$ cat config.mk
export PLATFORM = sky130hd
export DESIGN_NAME = hpmdc_port_cfg
export DESIGN_NICKNAME = d
export VERILOG_FILES = /design/src/design/hpmdc_pkg.sv /design/src/design/hpmdc_port_cfg.sv
export SDC_FILE = /design/constraint.sdc
export NUM_CORES = 1
export LEC_CHECK = 0
export BUFFER_PORTS_ARGS = -buffer_cell sky130_fd_sc_hd__buf_2
export CAP_MARGIN = 20
export CORE_MARGIN = 2
export CORE_UTILIZATION = 58
export CTS_BUF_LIST = sky130_fd_sc_hd__clkbuf_4
export CTS_CLUSTER_SIZE = 8
export DETAILED_ROUTE_END_ITERATION = 8
export GPL_ROUTABILITY_DRIVEN = 0
export PLACE_DENSITY = 0.82
export REMOVE_ABC_BUFFERS = 1
export SLEW_MARGIN = 5
export SYNTH_ARGS = -nofsm -noshare
export SYNTH_HDL_FRONTEND = slang
export SYNTH_SLANG_ARGS = --single-unit
$ cat constraint.sdc
create_clock -name clk_in -period 2.6 [get_ports clk_in]
set_clock_uncertainty 0.2 [all_clocks]
set_input_delay 0.39 -clock clk_in [delete_from_list [all_inputs] [get_ports clk_in]]
set_output_delay 0.39 -clock clk_in [all_outputs]
set_load 0.005 [all_outputs]
$ cat src/design/hpmdc_pkg.sv
// Notes on behaviour
// - Config byte three bit 3 selects numbering mode
// - Standard mode, nothing off: port n reports n
// - Standard mode renumbers higher ports without gaps
// - Standard mode masks from straps or disable registers
// - Port map mode numbers ports from map registers
// - Fixed attach mask reported per active port
// - Mask bits 1 to 3 control ports; others reserved
// - Internal default: fixed attach strap sets non-removable
// - Self-powered mask disables ports, one disables
// - Disabled port never enabled nor enumerated
// - Any combination disabled; count and order reported
// - Bus-powered mask works the same way
// - Internal default: port off strap disables ports
// - Power source bit: 0 bus, 1 self
package hpmdc_pkg;
   localparam int unsigned ADDR_W = 16;
   localparam int unsigned DATA_W = 8;
   localparam int unsigned NPORT = 3;
   localparam int unsigned NUM_W = 4;
   localparam int unsigned STRAP_W = 2;

   // Register offsets
   localparam logic [15:0] OFS_CFG_THREE = 16'h00e6;
   localparam logic [15:0] OFS_FIXED_ATTACH = 16'h00e7;
   localparam logic [15:0] OFS_SP_OFF_CFG = 16'h00e8;
   localparam logic [15:0] OFS_BP_OFF_CFG = 16'h00e9;
   localparam logic [15:0] OFS_SP_OFF_RUN = 16'h300a;
   localparam logic [15:0] OFS_BP_OFF_RUN = 16'h300b;
   localparam logic [15:0] OFS_MAP_ONE_TWO = 16'h30fb;
   localparam logic [15:0] OFS_MAP_THREE = 16'h30fc;
   localparam logic [15:0] OFS_POWER_CTRL = 16'h3100;
   localparam logic [15:0] OFS_PORT_STATUS = 16'h3110;
   localparam logic [15:0] OFS_FIXED_REPORT = 16'h3111;
   localparam logic [15:0] OFS_NUM_ONE_TWO = 16'h3112;
   localparam logic [15:0] OFS_NUM_THREE = 16'h3113;

   // Field positions
   localparam int unsigned REMAP_SEL_BIT = 3;
   localparam int unsigned PWR_SRC_BIT = 0;
   localparam int unsigned STAT_MODE_BIT = 0;
   localparam int unsigned STAT_CNT_LSB = 4;
   localparam int unsigned MAP_HI_LSB = 4;

   // Writable bits and reset values
   localparam logic [7:0] CFG_THREE_MASK = 8'h08;
   localparam logic [7:0] PORT_BITS_MASK = 8'h0e;
   localparam logic [7:0] MAP_THREE_MASK = 8'h0f;
   localparam logic [7:0] PWR_CTRL_MASK = 8'h01;
   localparam logic [7:0] REG_RESET = 8'h00;

   // Strap code to port mask: 0 none, 1 port 1, 2 ports 1-2, 3 ports 1-3
   function automatic logic [7:0] hpmdc_strap_mask(input logic [1:0] code);
      logic [7:0] m;
      m = 8'h00;
      case (code)
         2'd1: m = 8'h02;
         2'd2: m = 8'h06;
         2'd3: m = 8'h0e;
         default: m = 8'h00;
      endcase
      return m;
   endfunction
endpackage

$ cat src/design/hpmdc_port_cfg.sv
`timescale 1ns/100ps
module hpmdc_port_cfg (
   // Clock and reset
   input wire logic clk_in,
   input wire logic resetn_in,
   // Register port
   input wire logic [hpmdc_pkg::ADDR_W-1:0] reg_addr_in,
   input wire logic [hpmdc_pkg::DATA_W-1:0] reg_wdata_in,
   input wire logic reg_wr_in,
   input wire logic reg_rd_in,
   output logic [hpmdc_pkg::DATA_W-1:0] reg_rdata_out,
   // Strap pins
   input wire logic internal_default_in,
   input wire logic [hpmdc_pkg::STRAP_W-1:0] fixed_attach_strap_in,
   input wire logic [hpmdc_pkg::STRAP_W-1:0] port_off_strap_in,
   // Report to the upstream side
   output logic [hpmdc_pkg::NPORT:1] port_enabled_out,
   output logic [hpmdc_pkg::NPORT*hpmdc_pkg::NUM_W-1:0] port_number_out,
   output logic [hpmdc_pkg::NUM_W-1:0] port_count_out,
   output logic [hpmdc_pkg::NPORT:1] fixed_attach_report_out,
   output logic remap_mode_out,
   output logic self_powered_out
);
   import hpmdc_pkg::*;

   localparam int unsigned PIN_W = 1 + 2 * STRAP_W;

   logic [7:0] cfg_three_q, cfg_three_d;
   logic [7:0] fixed_attach_q, fixed_attach_d;
   logic [7:0] sp_off_cfg_q, sp_off_cfg_d;
   logic [7:0] bp_off_cfg_q, bp_off_cfg_d;
   logic [7:0] sp_off_run_q, sp_off_run_d;
   logic [7:0] bp_off_run_q, bp_off_run_d;
   logic [7:0] map_one_two_q, map_one_two_d;
   logic [7:0] map_three_q, map_three_d;
   logic [7:0] power_ctrl_q, power_ctrl_d;
   logic [7:0] rdata_q, rdata_d;

   logic [PIN_W-1:0] pin_s1_q, pin_s2_q, pin_s3_q;
   logic [PIN_W-1:0] pin_stable_q, pin_stable_d;

   logic [NPORT:1] en_q, en_d;
   logic [NPORT*NUM_W-1:0] num_q, num_d;
   logic [NUM_W-1:0] cnt_q, cnt_d;
   logic [NPORT:1] fixed_rep_q, fixed_rep_d;
   logic mode_q, mode_d;
   logic self_q, self_d;

   // Pin synchroniser: the first stage feeds only the second
   always_ff @(posedge clk_in) begin
      if (!resetn_in) begin
         pin_s1_q <= '0;
         pin_s2_q <= '0;
         pin_s3_q <= '0;
      end else begin
         pin_s1_q <= {internal_default_in, fixed_attach_strap_in, port_off_strap_in};
         pin_s2_q <= pin_s1_q;
         pin_s3_q <= pin_s2_q;
      end
   end

   // A pin change is accepted once stages two and three agree, filtering glitches
   always_comb begin
      pin_stable_d = pin_stable_q;
      if (pin_s2_q == pin_s3_q) begin
         pin_stable_d = pin_s3_q;
      end
   end

   always_ff @(posedge clk_in) begin
      if (!resetn_in) begin
         pin_stable_q <= '0;
      end else begin
         pin_stable_q <= pin_stable_d;
      end
   end

   // Register writes; reserved bits are never stored so they read zero
   always_comb begin
      cfg_three_d = cfg_three_q;
      fixed_attach_d = fixed_attach_q;
      sp_off_cfg_d = sp_off_cfg_q;
      bp_off_cfg_d = bp_off_cfg_q;
      sp_off_run_d = sp_off_run_q;
      bp_off_run_d = bp_off_run_q;
      map_one_two_d = map_one_two_q;
      map_three_d = map_three_q;
      power_ctrl_d = power_ctrl_q;
      if (reg_wr_in) begin
         case (reg_addr_in)
            OFS_CFG_THREE: cfg_three_d = reg_wdata_in & CFG_THREE_MASK;
            OFS_FIXED_ATTACH: fixed_attach_d = reg_wdata_in & PORT_BITS_MASK;
            OFS_SP_OFF_CFG: sp_off_cfg_d = reg_wdata_in & PORT_BITS_MASK;
            OFS_BP_OFF_CFG: bp_off_cfg_d = reg_wdata_in & PORT_BITS_MASK;
            OFS_SP_OFF_RUN: sp_off_run_d = reg_wdata_in & PORT_BITS_MASK;
            OFS_BP_OFF_RUN: bp_off_run_d = reg_wdata_in & PORT_BITS_MASK;
            OFS_MAP_ONE_TWO: map_one_two_d = reg_wdata_in;
            OFS_MAP_THREE: map_three_d = reg_wdata_in & MAP_THREE_MASK;
            OFS_POWER_CTRL: power_ctrl_d = reg_wdata_in & PWR_CTRL_MASK;
            default: ;
         endcase
      end
   end

   // Read data is captured on the strobe and stands for the next cycle only
   always_comb begin
      rdata_d = 8'h00;
      if (reg_rd_in) begin
         case (reg_addr_in)
            OFS_CFG_THREE: rdata_d = cfg_three_q;
            OFS_FIXED_ATTACH: rdata_d = fixed_attach_q;
            OFS_SP_OFF_CFG: rdata_d = sp_off_cfg_q;
            OFS_BP_OFF_CFG: rdata_d = bp_off_cfg_q;
            OFS_SP_OFF_RUN: rdata_d = sp_off_run_q;
            OFS_BP_OFF_RUN: rdata_d = bp_off_run_q;
            OFS_MAP_ONE_TWO: rdata_d = map_one_two_q;
            OFS_MAP_THREE: rdata_d = map_three_q;
            OFS_POWER_CTRL: rdata_d = power_ctrl_q;
            OFS_PORT_STATUS: rdata_d = {cnt_q, en_q, mode_q};
            OFS_FIXED_REPORT: rdata_d = {4'h0, fixed_rep_q, 1'b0};
            OFS_NUM_ONE_TWO: rdata_d = num_q[2*NUM_W-1:0];
            OFS_NUM_THREE: rdata_d = {4'h0, num_q[3*NUM_W-1:2*NUM_W]};
            default: rdata_d = 8'h00; // Unmapped reads return zero
         endcase
      end
   end

   always_ff @(posedge clk_in) begin
      if (!resetn_in) begin
         cfg_three_q <= REG_RESET;
         fixed_attach_q <= REG_RESET;
         sp_off_cfg_q <= REG_RESET;
         bp_off_cfg_q <= REG_RESET;
         sp_off_run_q <= REG_RESET;
         bp_off_run_q <= REG_RESET;
         map_one_two_q <= REG_RESET;
         map_three_q <= REG_RESET;
         power_ctrl_q <= REG_RESET;
         rdata_q <= REG_RESET;
      end else begin
         cfg_three_q <= cfg_three_d;
         fixed_attach_q <= fixed_attach_d;
         sp_off_cfg_q <= sp_off_cfg_d;
         bp_off_cfg_q <= bp_off_cfg_d;
         sp_off_run_q <= sp_off_run_d;
         bp_off_run_q <= bp_off_run_d;
         map_one_two_q <= map_one_two_d;
         map_three_q <= map_three_d;
         power_ctrl_q <= power_ctrl_d;
         rdata_q <= rdata_d;
      end
   end

   // Port numbering. Disable masks hold in both modes, so a disabled port
   // is never offered to the host whichever numbering is chosen.
   always_comb begin
      logic use_strap;
      logic [7:0] off_mask;
      logic [7:0] fixed_mask;
      logic [NUM_W-1:0] running;
      logic [NUM_W-1:0] map_val;
      logic [NUM_W-1:0] lnum;
      off_mask = 8'h00;
      fixed_mask = 8'h00;
      running = '0;
      map_val = '0;
      lnum = '0;
      use_strap = pin_stable_q[PIN_W-1];
      self_d = power_ctrl_q[PWR_SRC_BIT];
      mode_d = cfg_three_q[REMAP_SEL_BIT];
      if (use_strap) begin
         off_mask = hpmdc_strap_mask(pin_stable_q[STRAP_W-1:0]);
         fixed_mask = hpmdc_strap_mask(pin_stable_q[2*STRAP_W-1:STRAP_W]);
      end else begin
         off_mask = self_d ? (sp_off_cfg_q | sp_off_run_q) : (bp_off_cfg_q | bp_off_run_q);
         fixed_mask = fixed_attach_q;
      end
      running = '0;
      en_d = '0;
      num_d = '0;
      fixed_rep_d = '0;
      for (int p = 1; p <= NPORT; p++) begin
         if (p == 1) begin
            map_val = map_one_two_q[NUM_W-1:0];
         end else if (p == 2) begin
            map_val = map_one_two_q[MAP_HI_LSB +: NUM_W];
         end else begin
            map_val = map_three_q[NUM_W-1:0];
         end
         lnum = '0;
         if (!off_mask[p]) begin
            if (mode_d) begin
               lnum = map_val;
            end else begin
               running = running + 4'h1;
               lnum = running;
            end
         end
         en_d[p] = (lnum != '0);
         num_d[(p-1)*NUM_W +: NUM_W] = lnum;
         // Report non-removable against the number the host sees
         if (lnum != '0 && lnum <= 4'(NPORT) && fixed_mask[p]) begin
            fixed_rep_d[lnum[1:0]] = 1'b1;
         end
      end
      cnt_d = '0;
      for (int p = 1; p <= NPORT; p++) begin
         cnt_d = cnt_d + {3'h0, en_d[p]};
      end
   end

   // Report registers; outputs change one cycle after the settings do
   always_ff @(posedge clk_in) begin
      if (!resetn_in) begin
         en_q <= '0;
         num_q <= '0;
         cnt_q <= '0;
         fixed_rep_q <= '0;
         mode_q <= 1'b0;
         self_q <= 1'b0;
      end else begin
         en_q <= en_d;
         num_q <= num_d;
         cnt_q <= cnt_d;
         fixed_rep_q <= fixed_rep_d;
         mode_q <= mode_d;
         self_q <= self_d;
      end
   end

   // Outputs
   assign reg_rdata_out = rdata_q;
   assign port_enabled_out = en_q;
   assign port_number_out = num_q;
   assign port_count_out = cnt_q;
   assign fixed_attach_report_out = fixed_rep_q;
   assign remap_mode_out = mode_q;
   assign self_powered_out = self_q;
endmodule

Yosys cells after proc, flatten, opt, wreduce, memory -nomap -nowiden
Cells that the tools add are included.
Widths: inputs -> output; s select.
{ "classes": {"n_addsub": 4, "n_reduce_logical": 22, "n_eq_ne": 20, "bitwise_logic": 4, "magnitude_cmp": 9, "muxes": 25} }
{ "ops": {"columns": ["op", "count"], "rows": [
  ["$eq 16x14->1 const B", 9],
  ["$pmux 8 s13", 1],
  ["$eq 16x8->1 const B", 4],
  ["$mux 4", 11],
  ["$pmux 4 s3", 2],
  ["$reduce_and 2->1", 10],
  ["$le 4x2->1 const B", 3],
  ["$reduce_bool 4->1", 3],
  ["$logic_and 1x1->1", 9],
  ["$lt 2x3->1 const B", 3],
  ["$mux 3", 3],
  ["$add 4x1->4 const B", 2],
  ["$eq 2x2->1 const B", 4],
  ["$or 4x4->4", 2],
  ["$demux 1 s2", 3],
  ["$ge 2x1->1 const B", 3],
  ["$or 3x3->3", 2],
  ["$eq 5x5->1", 1],
  ["$mux 1", 5],
  ["$eq 2x1->1 const B", 2],
  ["$add 2x1->3", 1],
  ["$add 1x1->2", 1]
]} }
{ "totals": {"ff_bits": 81, "out_inout_bits": 32} }

Depth between registers and ports, before layout
{ "logic_depth": {"depth_word": 16, "mapped_depth": 8, "mapped_depth_nobuf": 7} }

Least setup slack after synthesis
No wires, ideal clock.
{ "synth_timing": {"kind": "register -> register", "start": "register power_ctrl_q[0]", "end": "register cnt_q[0], in the netlist port_count_out[0]", "slack_ps": 332, "required_ps": 2333, "t_arrival_ps": 2001, "path_buffers": 0, "path_stages_with_launch": 8, "path_cell_list": "dfxtp_1 > nor3b_1 > nor2_1 > xnor2_1 > o311a_1 > o31ai_1 > fa_1 > nor2_1"} }
{ "synth_via": {"elab_chain_cells": 11, "elab_cells_between_ends": 17, "classes_between": "4 x add/sub; 10 x mux; 3 x reduce/logical"} }
{ "synth_rtl": {"columns": ["element", "line", "source"], "rows": [
  ["start: declaration", "hpmdc_port_cfg.sv:36", "logic [7:0] power_ctrl_q, power_ctrl_d;"],
  ["start signal: assignment", "hpmdc_port_cfg.sv:149", "power_ctrl_q <= power_ctrl_d;"],
  ["$mux 4 *", "hpmdc_port_cfg.sv:175", "off_mask = self_d ? (sp_off_cfg_q | sp_off_run_q) : (bp_off_cfg_q | bp_off_run_q);"],
  ["$mux 4 *", "hpmdc_port_cfg.sv:171", "if (use_strap) begin"],
  ["$mux 1", "hpmdc_port_cfg.sv:191", "if (!off_mask[p]) begin"],
  ["$add 4x1->4", "hpmdc_port_cfg.sv:195", "running = running + 4'h1;"],
  ["$mux 4", "hpmdc_port_cfg.sv:192", "if (mode_d) begin"],
  ["$mux 4", "hpmdc_port_cfg.sv:191", null],
  ["$add 4x1->4", "hpmdc_port_cfg.sv:195", null],
  ["$mux 4", "hpmdc_port_cfg.sv:192", null],
  ["$mux 4", "hpmdc_port_cfg.sv:191", null],
  ["$reduce_bool 4->1", "hpmdc_port_cfg.sv:199", "en_d[p] = (lnum != '0);"],
  ["$add 2x1->3 *", "hpmdc_port_cfg.sv:208", "cnt_d = cnt_d + {3'h0, en_d[p]};"],
  ["end signal: assignment", "hpmdc_port_cfg.sv:224", "cnt_q <= cnt_d;"],
  ["end: declaration", "hpmdc_port_cfg.sv:44", "logic [NUM_W-1:0] cnt_q, cnt_d;"]
]} }
Every way passes the cells marked *; elsewhere a longest branch is shown, timed or not.
A chain may end at the register's enable or synchronous reset.

Worst setup path in the final report
Same ends and word-level chain as after synthesis.

==> results.txt <==
The worst setup path startpoint is power_ctrl_q[0]$_SDFFE_PN0P_. The placeable core area came out at about 6000 sq um. On the final layout, the worst hold slack is 0.01015 ns.

Combinational logic is responsible for 7.0% of the overall power. The first-pass GRT wire length came out at 15500 microns. Before antenna repair, the detailed router went through 5 iterations. The synthesized design contains 79 register bits. The number of hold violations in the final report came to 0.

The clock transition at the register clock pins on the worst setup and hold paths after CTS is 0.13 ns. The static power due to leakage is between 1.5 and 2 nW. The most used flip-flop cell after synthesis is dfxtp_1. The sequential-to-total area share from yosys stat is 43.74%. The final clock period utilization by the worst path came out at 95.63%.

The fraction of met1 tracks used by global routing is 37.14%. The slew at the pin with the worst max-slew slack is between 0.6 and 0.7 ns. In this run the remaining antenna-violating nets after routing total 0. Each instance of the synthesized netlist takes up on average 9.516 sq um. Counting instances, the worst hold path has a depth of 3. For the worst flop-to-flop path, the logic depth is 7. The floorplan row count is 28. The number of buffers created by CTS is 9.

From synthesis to final layout, the design area changed by 18.34%. The clock network burns 39.8% of the power. Synthesis produced a netlist whose cell count is 380. The pin count of the biggest net entering global routing is 37. In this run, the number of DRC markers left after iteration 0 of detailed routing was 412. The horizontal extent of the die is 82.96 microns. The data required time of the worst path is 2.77 ns. The max-slew violation total from the final report came out at 0. The run finished with clean final reports. The average via count per standard cell is 6.234. The total power of the final layout is around 2.3 mW. The max-capacitance violation count is 0.

Setup violations remaining at the end of the flow were counted as 0. Headroom to the max-slew limit came out at between 50% and 60%. The number of global-route vias before repair is 3180.

Cells with a size suffix above 1 make up 25.33% of the layout. Cells fill between 70 and 80% of the core in the end. The longest clock path from root to sink contains 2 buffers. The number of warnings issued by yosys is 0.

The count of pins on the block boundary is 65. In this run, synthesis inferred 0 flip-flops with an integrated enable. The endpoint identified for the worst register-to-register timing path is port_count_out[0]$_SDFF_PN0_. The clock latency reported for the late side of the worst-skew pair came out at 0.44 ns. Counting the fill cells in the layout gives 458. The starting density of the core is 60.36%. The worst-case IR drop observed on VDD is 0.0005264 V. The TritonCTS clock tree is yes. The global routing met3 resource utilization came out at 6.660%. The vertical extent of the die came out at 82.96 microns. The switching power came out at 522.3 uW. The post-route minimum period is 2.486 ns. The sink count of the clock tree came out at 79.

The kind of end point of the critical path is a flop. In this run the worst hold path is classified as in -> reg. The power share of the sequential group came out at a little over half. The floorplan step defined a die boundary enclosing 6882 sq um. The type of the setup path with the least slack is reg -> reg.

The cell area power density came out at between 500 and 600 nW/um^2. The busiest metal layer after global routing is met2. The async set or reset register ratio after synthesis came out at 0%. The worst register-to-register path begins at power_ctrl_q[0]$_SDFFE_PN0P_. The worst register-to-register path has a setup slack of between 0.1 and 0.15 ns. Global routing used 28.16% of the available tracks.

The number of antenna violations at the first check in global routing came out at 0. STA classifies the critical path startpoint as a flop. Internal power comes to 1.811 mW. Of the total power, the share spent switching nets is between 20% and 30%. The count of different cell masters after synthesis is 63. Data arrives at the worst endpoint at around 2.7 ns. The path with the worst hold slack has its endpoint at map_one_two_q[5]$_SDFFE_PN0P_. The tree is rooted in a clkbuf_4. The maximum fanout along the worst path came out at 9. Global routing finished with a remaining overflow of 0.

The number of vias after detailed routing is 3298. The count of buffers from port buffering is 62. The detail-routed net length per standard cell is 18.47 microns.

The clock tree synthesis step divided the H-tree into 3 levels. The total number of nets in the final design came out at 483. The placed wire-length estimate after detailed placement is approximately 6800 microns. The number of antenna diodes in the final layout is 0. The total length of routed wires came out at about 9800 microns. The peak clock frequency supported by timing came out at 0.4022 GHz. The fraction of met2 tracks used by global routing is 43.99%.

The worst hold path begins at reg_wdata_in[5]. The post-detailed-route DRC marker count came out at 0. The cell area after synthesis came out at 3616 sq um.
==> state kept, by name, summed over array words and instances, names as in the netlist, 2 cells and up <==
register,flops
fixed_attach_report_out,3
sp_off_cfg_q,3
pin_stable_q,5
pin_s1_q,5
map_one_two_q,8
reg_rdata_out,8
port_number_out,12
port_count_out,2
bp_off_run_q,3
sp_off_run_q,3
port_enabled_out,3
pin_s3_q,5
fixed_attach_q,3
pin_s2_q,5
bp_off_cfg_q,3
map_three_q,4
==> worst max path at each step <==
stage                                      to  cells after the start  slack (ns)
6_report         port_count_out[0]$_SDFF_PN0_                      7        0.11
5_1_grt          port_count_out[0]$_SDFF_PN0_                      7       -0.04
4_1_cts          port_count_out[0]$_SDFF_PN0_                      7        0.12
3_5_place_dp    map_one_two_q[4]$_SDFFE_PN0P_                      7        0.13
3_3_place_gp    map_one_two_q[4]$_SDFFE_PN0P_                      7        0.21
2_1_floorplan  fixed_attach_q[1]$_SDFFE_PN0P_                      5        0.06
==> per-stage QoR <==
step	cells	TNS, ns	setup WS (ns)	area, sq um
finish	529	0	0.1137	4279
global route	529	-0.03660	-0.03660	4279
CTS	529	0	0.1232	4253
detailed placement	507	0	0.1260	4004
global placement	507	0	0.2090	4004
floorplan	357	0	0.05727	3502
==> worst max-delay path, cell delays in order, from the launching register on <==
cell and delay, ns:
dfxtp_1 0.52, nor3b_4 0.30, nor2_1 0.10, xnor2_1 0.14, o311a_1 0.34, o31ai_1 0.25
fa_1 0.46, nor2_1 0.10
==> cells by family (layout without fill, tap and decap cells) <==
logic type,Yosys count,count (layout),synth area share (%)
simple gates,170,170,27.75
flops,79,79,43.74
compound gates,62,62,12.42
mux,33,33,10.31
buf+inv,28,101,3.668
xor+xnor,6,6,1.454
fa+ha+maj,1,1,0.5537
other cells,1,2,0.1037
==> cells in the final DEF, fill, tap and decap left out, drive strengths merged, types with 6 or more instances in the layout <==
| cell type | count |
|---|---|
| dfxtp | 79 |
| clkbuf | 11 |
| and2 | 19 |
| mux2i | 26 |
| nand3 | 19 |
| dlygate4sd3 | 6 |
| buf | 75 |
| a21oi | 17 |
| o21ai | 9 |
| nor2b | 7 |
| nor3b | 6 |
| nand2 | 27 |
| and3 | 12 |
| nor2 | 38 |
| nor4 | 6 |
| nor3 | 9 |
==> layer usage <==
metal  vias to the layer above  wire length (microns)
met5                         -                      0
met4                         0                    329
met3                        36                    956
met2                       206                   4539
met1                      1538                   3944
li1                       1518                      -
==> cell usage after synthesis, types with 3 or more instances <==
master	instances	area, sq um
dfxtp_1	79	1582
nor2_1	38	142.6
nand2_1	27	101.4
mux2i_1	26	260.3
nand3_1	19	95.09
and2_1	18	112.6
a21oi_1	17	85.08
clkbuf_1	16	60.06
and3_1	12	75.07
nor3_1	9	45.04
o21ai_0	9	45.04
nor2b_1	7	43.79
nor3b_1	6	45.04
a32oi_1	5	43.79
buf_4	5	37.54
a22oi_1	4	30.03
inv_1	4	15.01
mux2_2	4	45.04
nand3b_1	4	30.03
a222oi_1	3	30.03
a31oi_1	3	18.77
mux4_2	3	67.56
nand2b_1	3	18.77
nand4_1	3	18.77
nor4_4	3	63.81
or4bb_1	3	33.78
xnor2_1	3	26.28
xor2_1	3	26.28
==> timing repair <==
| action | in CTS | in global routing |
|---|---|---|
| hold buffers | 6 | 0 |
| gates resized for setup | 0 | 5 |
| setup endpoints to repair | 0 | 1 |
| buffers inserted | 0 | 0 |
| endpoints found under the hold margin | 6 | 0 |
==> power groups by stage <==
stage	registers [mW]	clock network [mW]	logic (mW)
CTS	1.24	0.936	0.160
global placement	1.27	0	0.148
finish	1.24	0.929	0.163
floorplan	1.27	0	0.0663
global route	1.24	0.995	0.175
detailed placement	1.27	0	0.151
==> area by class of cell <==
type                            instances  area (sq um)  area share, %
Multi-Input combinational cell        274          1932          45.15
Sequential cell                        79          1582          36.96
Timing Repair Buffer                   81         467.9          10.94
Clock inverter                          5         106.4          2.485
Tap cell                               75         93.84          2.193
Clock buffer                           11         82.58          1.930
Inverter                                4         15.01         0.3509
Power figures use the tool's default switching activity.
